<file path="config.mk">
export PLATFORM = sky130hd
export DESIGN_NAME = chan_status_dev_flat
export DESIGN_NICKNAME = d
export VERILOG_FILES = /design/src/verilog/chan_status_pkg.sv /design/src/verilog/chan_link_if.sv /design/src/verilog/chan_status_dev.sv /design/src/flat_wrapper.sv
export SDC_FILE = /design/constraint.sdc
export NUM_CORES = 1
export LEC_CHECK = 0
export BUFFER_PORTS_ARGS = -buffer_cell sky130_fd_sc_hd__buf_2
export CELL_PAD_IN_SITES_DETAIL_PLACEMENT = 0
export CELL_PAD_IN_SITES_GLOBAL_PLACEMENT = 1
export CORE_UTILIZATION = 30
export DETAILED_ROUTE_END_ITERATION = 7
export GPL_TIMING_DRIVEN = 1
export PLACE_DENSITY = 0.74
export SYNTH_ARGS = -nofsm -noshare
export SYNTH_HDL_FRONTEND = slang
export SYNTH_SLANG_ARGS = --single-unit
</file>
<file path="constraint.sdc">
create_clock -name pclk -period 2 [get_ports pclk]
set_clock_uncertainty 0.2 [all_clocks]
set_input_delay 0.4 -clock pclk [delete_from_list [all_inputs] [get_ports pclk]]
set_output_delay 0.4 -clock pclk [all_outputs]
set_load 0.1 [all_outputs]
</file>
<file path="src/verilog/chan_status_pkg.sv">
// Functional notes
// - connect code selects default status word
// - control bit 6 selects current address word
// - channel b carries status and four signals
// - bit 0 reports controller parity error
// - bit 1 reports end of record
// - bit 2 reject, refused or 100 us timeout
// - bit 3 reports controller reply
// - bits 4..F carry status 11 down to 0
// - host issues scanner code before reading b
// - scanner bits 6/8 flag response per channel
// - scanner bits 0/1 flag next page slot free
// - slot free flag clears on page load
// - scanner bits 7/9 flag write address compare
// - current address word bits 5..15 address
// - default word bits 9..12 byte count
// - table address strobe returns to default status
// - host reloads next page on slot free
// - host checks channels a and b on response
// - host connects before reading controller status
// - host keeps bit 6 clear for default
// - codes C/D connect, only while present
// - current address stays until selection cleared
package chan_status_pkg;
	// ************************************************
	// control word layout
	// ************************************************
	localparam int CTL_START_ADDR = 0;
	localparam int CTL_TERM_ADDR = 1;
	localparam int CTL_INT_FUNC = 2;
	localparam int CTL_PROG_CLEAR = 3;
	localparam int CTL_CHAN_FUNC = 4;
	localparam int CTL_TABLE_ADDR = 5;
	localparam int CTL_CUR_ADDR = 6;
	localparam int CTL_CODE_LSB = 12;
	localparam logic [3:0] CODE_CH0 = 4'hC;
	localparam logic [3:0] CODE_CH1 = 4'hD;
	localparam logic [3:0] CODE_SCANNER = 4'h6;
	// ************************************************
	// status word layouts
	// ************************************************
	localparam int STB_PARITY = 0;
	localparam int STB_EOR = 1;
	localparam int STB_REJECT = 2;
	localparam int STB_REPLY = 3;
	localparam int STB_CSTAT_LSB = 4;
	localparam int SCN_SLOT_FREE0 = 0;
	localparam int SCN_SLOT_FREE1 = 1;
	localparam int SCN_RESP0 = 6;
	localparam int SCN_CMP0 = 7;
	localparam int SCN_RESP1 = 8;
	localparam int SCN_CMP1 = 9;
	localparam int STA_ADDR_LSB = 5;
	localparam int STA_BCNT_LSB = 9;
	localparam logic [15:0] STATUS_RESET = 16'h0000;
	// ************************************************
	// timing
	// ************************************************
	localparam int CLK_MHZ = 25;
	localparam int REJECT_TIME_US = 100;
	localparam int REJECT_CYCLES = REJECT_TIME_US * CLK_MHZ;
	// ************************************************
	// host register map
	// ************************************************
	localparam logic [11:0] OFF_CTL = 12'h000;
	localparam logic [11:0] OFF_DATA = 12'h004;
	localparam logic [11:0] OFF_STAT_A = 12'h008;
	localparam logic [11:0] OFF_STAT_B = 12'h00C;
endpackage : chan_status_pkg
</file>
<file path="src/verilog/chan_link_if.sv">
`timescale 1ns/1ns
interface chan_link_if (
	input wire logic pclk,
	input wire logic presetn
);
	logic [15:0] control_output_channel_b;
	logic [15:0] control_output_channel_a;
	logic [15:0] status_input_channel_a;
	logic [15:0] status_input_channel_b;
	modport dev (
		input pclk,
		input presetn,
		input control_output_channel_b,
		input control_output_channel_a,
		output status_input_channel_a,
		output status_input_channel_b
	);
	modport host (
		input pclk,
		input presetn,
		output control_output_channel_b,
		output control_output_channel_a,
		input status_input_channel_a,
		input status_input_channel_b
	);
endinterface : chan_link_if

</file>
<file path="src/verilog/chan_status_dev.sv">
`timescale 1ns/1ns
module chan_status_dev #(
	parameter int REJECT_CYCLES = chan_status_pkg::REJECT_CYCLES
) (
	// link to the station control processor
	chan_link_if.dev link,
	// peripheral controller side, one entry per channel
	input wire logic [1:0] ctrl_parity_err,
	input wire logic [1:0] ctrl_eor,
	input wire logic [1:0] ctrl_refuse,
	input wire logic [1:0] ctrl_reply,
	input wire logic [1:0] ctrl_interrupt,
	input wire logic [1:0][11:0] ctrl_status,
	// transfer engine side, one entry per channel
	input wire logic [1:0] page_cross,
	input wire logic [1:0] write_ta_hit,
	input wire logic [1:0][10:0] cur_word_addr,
	input wire logic [1:0][3:0] last_byte_count,
	// orders forwarded to the transfer engine
	output logic cmd_valid,
	output logic cmd_chan,
	output logic [6:0] cmd_kind,
	output logic [15:0] cmd_data
);
	typedef struct packed {
		logic [15:0] ctl_prev;
		logic [1:0] cur_sel;
		logic [1:0] resp;
		logic [1:0] slot_free;
		logic [1:0] cmp;
		logic [1:0] tmo_run;
		logic [1:0] tmo_rej;
		logic [1:0][11:0] tmo_cnt;
		logic [15:0] stat_a;
		logic [15:0] stat_b;
		logic cmd_valid;
		logic cmd_chan;
		logic [6:0] cmd_kind;
		logic [15:0] cmd_data;
	} dev_state_t;

	dev_state_t state_reg;
	dev_state_t state_next;

	function automatic logic [3:0] code_of(input logic [15:0] w);
		code_of = w[chan_status_pkg::CTL_CODE_LSB +: 4];
	endfunction : code_of

	function automatic logic is_chan_code(input logic [3:0] c);
		is_chan_code = (c == chan_status_pkg::CODE_CH0) ||
			(c == chan_status_pkg::CODE_CH1);
	endfunction : is_chan_code

	logic [15:0] ctl;
	logic [3:0] code;
	logic connected;
	logic ch;
	logic new_connect;
	logic [6:0] fell;
	logic [6:0] rose;

	// ************************************************
	// control word decode
	// ************************************************
	always_comb begin
		ctl = link.control_output_channel_b;
		code = code_of(ctl);
		// paths exist only while the code stays on the channel
		connected = is_chan_code(code);
		ch = code[0];
		new_connect = connected && (code_of(state_reg.ctl_prev) != code);
		// strobes act on set-then-clear, so the falling edge loads
		fell = state_reg.ctl_prev[6:0] & ~ctl[6:0];
		rose = ~state_reg.ctl_prev[6:0] & ctl[6:0];
	end

	// ************************************************
	// next state
	// ************************************************
	always_comb begin
		logic [15:0] wa;
		logic [15:0] wb;
		logic [1:0] clr;
		wa = chan_status_pkg::STATUS_RESET;
		wb = chan_status_pkg::STATUS_RESET;
		clr = 2'b00;
		state_next = state_reg;
		state_next.ctl_prev = ctl;
		state_next.cmd_valid = 1'b0;

		if (connected && ctl[chan_status_pkg::CTL_PROG_CLEAR]) begin
			clr[ch] = 1'b1;
		end

		// status word selection on channel a
		if (new_connect) begin
			state_next.cur_sel[ch] = 1'b0;
		end else if (connected) begin
			if (rose[chan_status_pkg::CTL_CUR_ADDR]) begin
				state_next.cur_sel[ch] = 1'b1;
			end else if (fell[chan_status_pkg::CTL_TABLE_ADDR]) begin
				// dummy table address load drops back to default
				state_next.cur_sel[ch] = 1'b0;
			end
			// no clear on bit 6 falling: set-then-clear must keep it
		end

		// forwarded orders: one pulse per control word with falling strobe bits, kind holds them all
		if (connected && (fell != 7'h00)) begin
			state_next.cmd_valid = 1'b1;
			state_next.cmd_chan = ch;
			state_next.cmd_kind = fell;
			state_next.cmd_data = link.control_output_channel_a;
		end

		for (int i = 0; i < 2; i++) begin
			logic own;
			logic page_load;
			logic func_sent;
			own = connected && (ch == 1'(i));
			page_load = own && fell[chan_status_pkg::CTL_TERM_ADDR];
			func_sent = own && fell[chan_status_pkg::CTL_CHAN_FUNC];
			// sticky flags: the hardware set wins over any clear
			if (ctrl_eor[i] || ctrl_interrupt[i]) begin
				state_next.resp[i] = 1'b1;
			end else if ((own && new_connect) || clr[i]) begin
				state_next.resp[i] = 1'b0;
			end
			if (page_cross[i]) begin
				state_next.slot_free[i] = 1'b1;
			end else if (page_load || clr[i]) begin
				state_next.slot_free[i] = 1'b0;
			end
			if (write_ta_hit[i]) begin
				state_next.cmp[i] = 1'b1;
			end else if ((own && new_connect) || clr[i]) begin
				state_next.cmp[i] = 1'b0;
			end
			// no reply within the window counts as a reject
			if (func_sent) begin
				state_next.tmo_run[i] = 1'b1;
				state_next.tmo_cnt[i] = 12'h000;
				state_next.tmo_rej[i] = 1'b0;
			end else if (ctrl_reply[i] || clr[i]) begin
				state_next.tmo_run[i] = 1'b0;
				if (clr[i]) begin
					state_next.tmo_rej[i] = 1'b0;
				end
			end else if (state_reg.tmo_run[i]) begin
				if (state_reg.tmo_cnt[i] == 12'(REJECT_CYCLES - 1)) begin
					state_next.tmo_run[i] = 1'b0;
					state_next.tmo_rej[i] = 1'b1;
				end else begin
					state_next.tmo_cnt[i] = state_reg.tmo_cnt[i] + 12'h001;
				end
			end
		end

		// status channel a, presented for the connected channel
		if (connected) begin
			if (state_reg.cur_sel[ch]) begin
				wa[chan_status_pkg::STA_ADDR_LSB +: 11] =
					cur_word_addr[ch];
			end else begin
				wa[chan_status_pkg::STA_BCNT_LSB +: 4] =
					last_byte_count[ch];
			end
		end

		// status channel b: controller word or scanner word
		if (connected) begin
			wb[chan_status_pkg::STB_PARITY] = ctrl_parity_err[ch];
			wb[chan_status_pkg::STB_EOR] = ctrl_eor[ch];
			wb[chan_status_pkg::STB_REJECT] =
				ctrl_refuse[ch] || state_reg.tmo_rej[ch];
			wb[chan_status_pkg::STB_REPLY] = ctrl_reply[ch];
			for (int k = 0; k < 12; k++) begin
				wb[chan_status_pkg::STB_CSTAT_LSB + k] =
					ctrl_status[ch][11 - k];
			end
		end else if (code == chan_status_pkg::CODE_SCANNER) begin
			wb[chan_status_pkg::SCN_SLOT_FREE0] = state_reg.slot_free[0];
			wb[chan_status_pkg::SCN_SLOT_FREE1] = state_reg.slot_free[1];
			wb[chan_status_pkg::SCN_RESP0] = state_reg.resp[0];
			wb[chan_status_pkg::SCN_RESP1] = state_reg.resp[1];
			wb[chan_status_pkg::SCN_CMP0] = state_reg.cmp[0];
			wb[chan_status_pkg::SCN_CMP1] = state_reg.cmp[1];
		end

		// one registered copy so every read sees a coherent word
		state_next.stat_a = wa;
		state_next.stat_b = wb;
	end

	// ************************************************
	// state register
	// ************************************************
	always_ff @(posedge link.pclk or negedge link.presetn) begin
		if (!link.presetn) begin
			state_reg <= '0;
		end else begin
			state_reg <= state_next;
		end
	end

	assign link.status_input_channel_a = state_reg.stat_a;
	assign link.status_input_channel_b = state_reg.stat_b;
	assign cmd_valid = state_reg.cmd_valid;
	assign cmd_chan = state_reg.cmd_chan;
	assign cmd_kind = state_reg.cmd_kind;
	assign cmd_data = state_reg.cmd_data;
endmodule : chan_status_dev

</file>
<file path="src/flat_wrapper.sv">
// flat-port wrapper written by rule: the top's interface ports become plain ports
module chan_status_dev_flat 
#(
	parameter int REJECT_CYCLES = chan_status_pkg::REJECT_CYCLES
)
  (ctrl_parity_err, ctrl_eor, ctrl_refuse, ctrl_reply, ctrl_interrupt, ctrl_status, page_cross, write_ta_hit, cur_word_addr, last_byte_count, cmd_valid, cmd_chan, cmd_kind, cmd_data, pclk, presetn, link_control_output_channel_b, link_control_output_channel_a, link_status_input_channel_a, link_status_input_channel_b);
  chan_link_if link_i (.pclk(pclk), .presetn(presetn));
  input wire logic [1:0] ctrl_parity_err;
  input wire logic [1:0] ctrl_eor;
  input wire logic [1:0] ctrl_refuse;
  input wire logic [1:0] ctrl_reply;
  input wire logic [1:0] ctrl_interrupt;
  input wire logic [1:0][11:0] ctrl_status;
  input wire logic [1:0] page_cross;
  input wire logic [1:0] write_ta_hit;
  input wire logic [1:0][10:0] cur_word_addr;
  input wire logic [1:0][3:0] last_byte_count;
  output logic cmd_valid;
  output logic cmd_chan;
  output logic [6:0] cmd_kind;
  output logic [15:0] cmd_data;
  input wire logic pclk;
  input wire logic presetn;
  input wire logic [$bits(link_i.control_output_channel_b)-1:0] link_control_output_channel_b;
  input wire logic [$bits(link_i.control_output_channel_a)-1:0] link_control_output_channel_a;
  output wire logic [$bits(link_i.status_input_channel_a)-1:0] link_status_input_channel_a;
  output wire logic [$bits(link_i.status_input_channel_b)-1:0] link_status_input_channel_b;
  assign link_i.control_output_channel_b = link_control_output_channel_b;
  assign link_i.control_output_channel_a = link_control_output_channel_a;
  assign link_status_input_channel_a = link_i.status_input_channel_a;
  assign link_status_input_channel_b = link_i.status_input_channel_b;
  chan_status_dev #(.REJECT_CYCLES(REJECT_CYCLES)) u_core (.link(link_i), .ctrl_parity_err(ctrl_parity_err), .ctrl_eor(ctrl_eor), .ctrl_refuse(ctrl_refuse), .ctrl_reply(ctrl_reply), .ctrl_interrupt(ctrl_interrupt), .ctrl_status(ctrl_status), .page_cross(page_cross), .write_ta_hit(write_ta_hit), .cur_word_addr(cur_word_addr), .last_byte_count(last_byte_count), .cmd_valid(cmd_valid), .cmd_chan(cmd_chan), .cmd_kind(cmd_kind), .cmd_data(cmd_data));
endmodule
</file>
Word level (Yosys, flattened, before mapping)
Cells that the tools add are included.
Storage, ports and cells
  bits in registers: 104
  latch bits: 0
  memory bits (writable): 0
  memory bits (read-only): 0
  output and inout bits: 57
  word-level logic and storage cells: 157
  memories: 0
Operators by class
  $add $sub $neg: 2
  multiply operators: 0
  divide/modulo/power cells: 0
  magnitude comparators: 2
  equal/unequal tests: 12
  shift-type cells: 0
  muxes and demuxes: 72
  bitwise logic cells: 8
  reductions and logical operators: 42
Operators with widths (count)
  $mux W12: 10
  $mux W1: 41
  $mux W11: 3
  $mux W4: 7
  $mux W25: 1
  $add A12 B1 Y12 const B: 2
  $eq A12 B12 Y1 const B: 2
  $reduce_bool A2 Y1: 9
  $reduce_bool A3 Y1: 5
  $and A7 B7 Y7: 2
  $mux W2: 7
  $not A7 Y7: 2
  $logic_and A1 B1 Y1: 12
  $reduce_and A3 Y1: 4
  $logic_or A1 B1 Y1: 10
  $eq A4 B4 Y1 const B: 2
  $ne A2 B1 Y1 const B: 4
  $reduce_bool A7 Y1: 1
  $mux W6: 1
  $ne A3 B1 Y1 const B: 2
  $eq A4 B3 Y1 const B: 1
  $ne A4 B4 Y1: 1
  $mux W3: 1
  $and A2 B2 Y2: 1
  other kinds (7): 7

Longest topological paths before layout
Gate-level depths: netlist (run 1).
  depth in word-level cells: 10
  gate-level depth with buffers: 6

Least setup slack after synthesis (run 1)
OpenSTA, ideal clock, no wires.
  path kind: register -> register
  start point: register u_core.state_reg[97] (netlist bit)
  end point: register u_core.state_reg (netlist bit u_core.cmd_chan)
  data arrival time: 1579 ps
  path slack: 95 ps
  stages on the path, launching flop included: 7
  buffers on the path: 2
  period minus slack after synthesis: 1905 ps
  cell sequence: dfrtp_1 > nor2b_1 > buf_2 > nor4_1 > a31oi_2 > buf_6 > mux2_2
Between the ends
  cells in the longest elaborated chain, start to end: 3
Ends and longest elaborated chain
  start, declared: RTL line chan_status_dev.sv:42  | dev_state_t state_reg;
  start signal, assigned: RTL line chan_status_dev.sv:202  | state_reg <= state_next;
  $and A7 B7 Y7: RTL line chan_status_dev.sv:73  | fell = state_reg.ctl_prev[6:0] & ~ctl[6:0];
  $reduce_bool A7 Y1: RTL line chan_status_dev.sv:109  | if (connected && (fell != 7'h00)) begin
  $logic_and A1 B1 Y1: RTL line chan_status_dev.sv:109
Every way passes these cells.
A chain may end at the register's enable or synchronous reset.

Final worst setup path (run 1)
  start point: register u_core.state_reg[69] (netlist bit)
  end point: register u_core.state_reg[77] (netlist bit)
Between the ends
  cells in the longest elaborated chain, start to end: 5
  elaborated cells on any way between the ends: 8
  classes of those cells: 1 x add/sub; 2 x eq/ne; 4 x mux; 1 x reduce/logical
Ends and longest elaborated chain
  $add A12 B1 Y12: RTL line chan_status_dev.sv:154  | state_next.tmo_cnt[i] = state_reg.tmo_cnt[i] + 12'h001;
  $mux W12: RTL line chan_status_dev.sv:150  | if (state_reg.tmo_cnt[i] == 12'(REJECT_CYCLES - 1)) begin
  $mux W12: RTL line chan_status_dev.sv:149  | end else if (state_reg.tmo_run[i]) begin
  $mux W12: RTL line chan_status_dev.sv:144  | end else if (ctrl_reply[i] || clr[i]) begin
  $mux W12: RTL line chan_status_dev.sv:140  | if (func_sent) begin
Parallel ways exist; a longest one is shown, timed or not. The select of a mux whose other input is x is not followed.

==> results of run 1 <==
[cell usage in the layout (no fill, tap or decap), drive strengths merged, types with 3 or more instances in the layout]
cell / count
dfrtp: 99
o21ai: 18
a21oi: 11
nor2: 29
nand3: 8
a2111oi: 6
xnor2: 13
and3: 4
nor4: 3
clkbuf: 10
buf: 181
inv: 11
nand4: 10
and2: 5
mux2i: 32
nor4bb: 3
dlygate4sd3: 9
a211o: 3
a21o: 4
mux2: 23
a31o: 3
nand2: 25
nor2b: 11
nand2b: 6
a211oi: 13
conb: 5
[worst max path at each step]
stage / startpoint / to / slack, ps / cells after the start
after global placement: link_control_output_channel_b[12] / u_core.state_reg[77] / -100 / 5
after global routing: u_core.state_reg[70] / u_core.state_reg[77] / 50 / 5
after floorplan: u_core.state_reg[97] / u_core.cmd_chan / 100 / 6
after detailed placement: link_control_output_channel_b[12] / u_core.state_reg[77] / -90 / 5
final: u_core.state_reg[69] / u_core.state_reg[77] / 170 / 5
after CTS: u_core.state_reg[69] / u_core.state_reg[77] / 20 / 5
[power by group]
| group | internal [uW] | switching [uW] | leakage (uW) |
|---|---|---|---|
| clock network | 1020 | 779 | 0.000151 |
| logic | 431 | 1280 | 0.00155 |
| registers | 2190 | 123 | 0.00126 |
| total | 3640 | 2180 | 0.00296 |
[worst max-delay path, cell delays in order (launching register included)]
cell,delay [ps]
dfrtp_2,360
ha_2,200
nand3_1,140
a2111o_1,360
or3_1,360
a21oi_1,150
[timing repair]
item,4_1_cts,5_1_grt
buffers inserted,0,2
endpoints found under the hold margin,40,0
hold buffers,9,0
resized for setup,0,2
endpoints found under the setup margin,0,2
[cell families (layout without fill, tap and decap cells)]
kind of cell | Yosys count | in the layout | synth area share [%]
buf+inv | 86 | 215 | 11.5
compound gates | 68 | 68 | 9.94
xor+xnor | 13 | 13 | 2.34
mux | 55 | 55 | 11.9
flops | 99 | 99 | 51.0
simple gates | 116 | 116 | 12.7
other cells | 1 | 6 | 0.0772
fa+ha+maj | 2 | 2 | 0.515
[Yosys cell counts, drive strengths merged, types with 3 or more instances]
master / number / share of area, %
dfrtp: 99 / 51
buf: 65 / 9.9
mux2i: 32 / 6.6
nor2: 29 / 2.2
nand2: 25 / 1.9
mux2: 23 / 5.3
o21ai: 18 / 1.9
a211oi: 13 / 2.0
xnor2: 13 / 2.3
clkbuf: 12 / 0.95
a21oi: 11 / 1.1
nor2b: 11 / 1.4
nand4: 10 / 1.3
inv: 9 / 0.70
nand3: 8 / 0.82
a2111oi: 6 / 1.5
nand2b: 6 / 0.77
and2: 5 / 0.64
a21o: 4 / 0.62
and3: 4 / 0.52
a211o: 3 / 0.54
a31o: 3 / 0.54
nor4: 3 / 0.39
nor4bb: 3 / 0.62
[layer usage]
metal | wire length [um] | part of all wire (%)
met2 | 5340 | 49
met3 | 682 | 6.3
met4 | 123 | 1.1
met1 | 4740 | 43
met5 | 23 | 0.21
[stage by stage]
stage | instance area (um2) | util [%] | setup WS [ps] | std cells
after floorplan | 4870 | - | 95.3 | 444
after global placement | 5630 | 35.6 | -95.1 | 762
after detailed placement | 5630 | 35.6 | -94.4 | 762
after CTS | 6030 | 38.1 | 15.4 | 787
after global routing | 6050 | 38.2 | 49.4 | 790
final | 6050 | 38.2 | 171 | 790
[area by class of cell]
class	count	area share (%)
diodes	1	0.0413
repair buffers	190	18.5
inverters	9	0.558
well taps	216	4.47
clock inverters	6	1.18
clock buffers	10	3.95
multi-input cells	259	30.4
flip-flops and latches	99	41.0
==> metrics, run 1 <==
Reg area=2480 um2; area delta synth->final=24.6%; syn_area_per_cell=approximately 11 um2; reg2reg start=u_core.state_reg[69]; Overflow after GRT=0; WHS=26.7 ps; Finish-stage setup viols=0; Clock Path Buffers=2; Antenna Nets Post-Route=0; post-layout min period=~1800 ps; fmax=0.547 GHz; most common flop cell mapped by yosys=dfrtp_1; CP startpoint kind=flop; Power Density=962 nW/um2; vias in the first global route=3,516; largest net degree at the start of global routing=40; Reg2Reg Setup Slack=170 ps; worst r2r dst=u_core.state_reg[77]; max FFs per register=45; number of enable flip-flop cells after synthesis=0; hold endpoint=u_core.state_reg[85]; setup TNS=0 ps; GRT met1 Usage=15.6%; gr busiest metal=met2; slew margin rel.=around three fifths; initial core utilization=30.7%; fillers=1,557; GPL Wtd Cong=roughly 0.8; Max VDD drop=between 0.4 and 0.5 mV; Port Buf Inserts=148; Reg clk slew, reported paths=70 ps; yosys warns=0; Async S/R FF share, synth=100%; CP Max Fanout=4; Root Buffer=clkbuf_16; routed len/inst=13.8 um; RSZ-0062 raised after global routing=false; Final Hold Viols=0; Max Slew Vio Count=0; critical path class=reg2reg; IO Count=~160; outcome=finished clean; Pwr Total=5820 uW; final worst path period share=roughly nine tenths; die area=between 15,000 and 20,000 um2; Seq/Total Area, Yosys=about half; final net count=672; Leakage Power=a little under 0.003 uW; drt initial violations=143; htree depth=3; TritonCTS Buffers=9; multi-input logic area=roughly 1800 um2; overall routing resource usage=between 10% and 20%; Post-route DRC=0; post-synthesis cell area=~5000 um2; die width=about 130 um; max cap viols=0; met3 Usage GRT=4.34%; # clock sinks=99; initial antenna violation count=3; GRT met2 Usage=22.8%; Cell variety after synth=47; cell count of the worst reg-to-reg path=5; WL final=between 10 and 15 mm; Worst setup EP type=flop; core area=15,800 um2; register bit total from synthesis=99; cell count after synthesis=440; Std-Cell Rows=46; CTS tree=yes; latest clock arrival within the worst-skew pair=roughly 350 ps; share of post-route cells with drive strength above 1=40.5%; Slew @ Worst Pin=around 570 ps; via count=approximately 3,600; hold_sp=write_ta_hit[0]; die height=129 um; dpl hpwl=8.24 mm; Hold Crit Class=in2reg; CP Data Required Time=2070 ps; Worst EP arrival=1900 ps; WHS Path Cells=2; Vias/cell=4.52; drt pass-1 iters=4; global-route wire length before repair=17.2 mm
(Power assumes the default switching activity.)
==> inputs of run 2 (changes only) <==
- RECOVER_POWER: not set -> 100
==> run 2 against run 1 <==
  * Wire length is 0.38% higher
  * Largest cell class unchanged
  * Sequential cell count stayed put
  * Critical endpoint is now u_core.state_reg[80]
  * Power is 0.15% lower
  * Design area is 0.87% lower
  * Combinational power hardly changed
  * Critical path type unchanged
==> metrics, run 2 (same netlist as run 1, synthesis figures left out) <==
commonest non-fill, non-tap cell in the layout=dfrtp_1 (was buf_2); IO Count=159 (unchanged); Worst EP arrival=1870 ps (was 1900 ps); most frequent CP cell=clkbuf_1; global-route wire length before repair=17.2 mm (unchanged); area delta synth->final=23.5% (was 24.6%); CP Cell Sequence=clkbuf_1 > nand4_1 > a2111oi_0 > clkbuf_1 > a41o_1 > a21oi_1 (was ha_2 > nand3_1 > a2111o_1 > or3_1 > a21oi_1); Slew @ Worst Pin=916 ps (was 571 ps); largest net degree at the start of global routing=40 (unchanged); routed len/inst=13.9 um (was 13.8 um); final worst path period share=91.9% (was 91.5%); slowest CP cell=a2111oi_0 (was dfrtp_2); Reg clk slew, reported paths=70 ps (about the same); Port Buf Inserts=148 (unchanged); placed instance area=5630 um2 (unchanged); Leakage Power=0.00289 uW (was 0.00296 uW); reg2reg start=u_core.state_reg[70] (was u_core.state_reg[69]); via count=3,581 (was 3,571); hold_sp=write_ta_hit[0] (unchanged); latest clock arrival within the worst-skew pair=350 ps (about the same); htree depth=3 (unchanged); commonest non-fill, non-tap cells in the layout=98 x dfrtp_1, 89 x buf_2, 56 x clkbuf_2 (was 147 x buf_2, 98 x dfrtp_1, 32 x mux2i_1); Non-Filler Instances=790 (unchanged); Hold Crit Class=in2reg (unchanged); placed cells=762 (unchanged); Max VDD drop=0.400 mV (was 0.401 mV); critical path class=reg2reg (unchanged); dpl hpwl=8.24 mm (unchanged); Post-route DRC=0 (unchanged); post-route setup slack=162 ps (was 171 ps); slew margin rel.=38.9% (was 61.0%); share of post-route cells with drive strength above 1=37.9% (was 40.5%); GPL Wtd Cong=0.810 (unchanged); Root Buffer=clkbuf_16 (unchanged); CP Data Required Time=2040 ps (was 2070 ps); CP Max Fanout=3 (was 4); initial core utilization=30.7% (unchanged); Finish-stage setup viols=0 (unchanged); Max Slew Vio Count=0 (unchanged); CTS tree=yes (unchanged); die area=16,700 um2 (unchanged); Overflow after GRT=0 (unchanged); WP buf/inv=2 (was 0); Final Hold Viols=0 (unchanged); CP startpoint kind=flop (unchanged); overall routing resource usage=13.3% (unchanged); drt pass-1 iters=4 (unchanged); CP peak stage delay=420 ps (was 360 ps); TritonCTS Buffers=9 (unchanged); core area=15,800 um2 (unchanged); Pwr Total=5810 uW (was 5820 uW); die height=129 um (unchanged); Clock Path Buffers=2 (unchanged); outcome=finished clean (unchanged); WL final=10.9 mm (about the same); delay-heaviest family, CP=compound AO/OA/AOI/OAI gates (unchanged); Antenna Nets Post-Route=0 (unchanged); post-layout min period=1840 ps (was 1830 ps); max cap viols=0 (unchanged); Final Instance Area=6000 um2 (was 6050 um2); final net count=672 (unchanged); Setup Slack @ Placement=-94.4 ps (unchanged); # clock sinks=99 (unchanged); RSZ-0062 raised after global routing=false (unchanged); Power Density=969 nW/um2 (was 962 nW/um2); initial antenna violation count=3 (unchanged); Worst setup EP type=flop (unchanged); drt initial violations=124 (was 143); max FFs per register=45 (unchanged); die width=129 um (unchanged); vias in the first global route=3,516 (unchanged); Worst Setup SP=u_core.state_reg[70] (was u_core.state_reg[69]); Vias/cell=4.53 (was 4.52); setup TNS=0 ps (unchanged); fmax=0.544 GHz (was 0.547 GHz); Std-Cell Rows=46 (unchanged)
-- run 2: changes by cell type in the layout (fill, tap and decap cells not counted), moves of 2 or more --
| cell | change |
|---|---|
| a2111oi_2 | -2 |
| a2111oi_0 | +2 |
| buf_2 | -58 |
| buf_4 | -12 |
| clkbuf_1 | +12 |
| clkbuf_2 | +56 |
| clkbuf_4 | +2 |
-- run 2: power by group --
part,internal [uW],total (uW),switching [uW]
Sequential,2190,2320,128
Clock,1020,1800,785
Combinational,413,1690,1280
Total,3620,5810,2190
-- run 2: path summary, 6_finish.rpt --
kind,end,slack [ps],cells past startpoint
max in group asynchronous,u_core.state_reg[69],260,3
hold reg to reg,u_core.state_reg[85],280,1
setup reg to reg,u_core.state_reg[80],160,6
min in group asynchronous,u_core.link.status_input_channel_a[5],520,2
hold / removal,u_core.state_reg[85],30,2
setup / recovery,u_core.state_reg[80],160,6
-- run 2: stage by stage --
step / util [%] / hold slack (ps)
3_3_place_gp: 35.6 / 180
4_1_cts: 38.1 / 9.55
2_1_floorplan: - / -95.6
3_5_place_dp: 35.6 / 193
5_1_grt: 37.9 / 19.1
6_report: 37.9 / 26.5
-- run 2: final cells by class --
cell class,count,area [um2]
fillers,1573,9830
well taps,216,270
flip-flops and latches,99,2480
inverters,9,33.8
clock buffers,10,239
clock inverters,6,71.3
repair buffers,190,1080
multi-input cells,259,1830
diodes,1,2.50
-- run 2: what timing repair did --
| action | 4_1_cts | 5_1_grt |
|---|---|---|
| endpoints found under the hold margin | 40 | 0 |
| endpoints found under the setup margin | 0 | 2 |
| hold buffers | 9 | 0 |
| buffers inserted | 0 | 2 |
| resized for setup | 0 | 2 |
-- run 2: worst reg2reg max path, cell delays in order (launching register included) --
cell and delay [ps]:
dfrtp_1 350, clkbuf_1 150, nand4_1 120, a2111oi_0 420, clkbuf_1 240, a41o_1 200
a21oi_1 50
-- run 2: metal layers --
| layer | track usage [%] | up-vias | wire [um] |
|---|---|---|---|
| met5 | 0 | - | 27 |
| met1 | 15.6 | 1717 | 4810 |
| met4 | 4.91 | 4 | 123 |
| li1 | - | 1747 | - |
| met2 | 22.8 | 98 | 5320 |
| met3 | 4.34 | 15 | 669 |
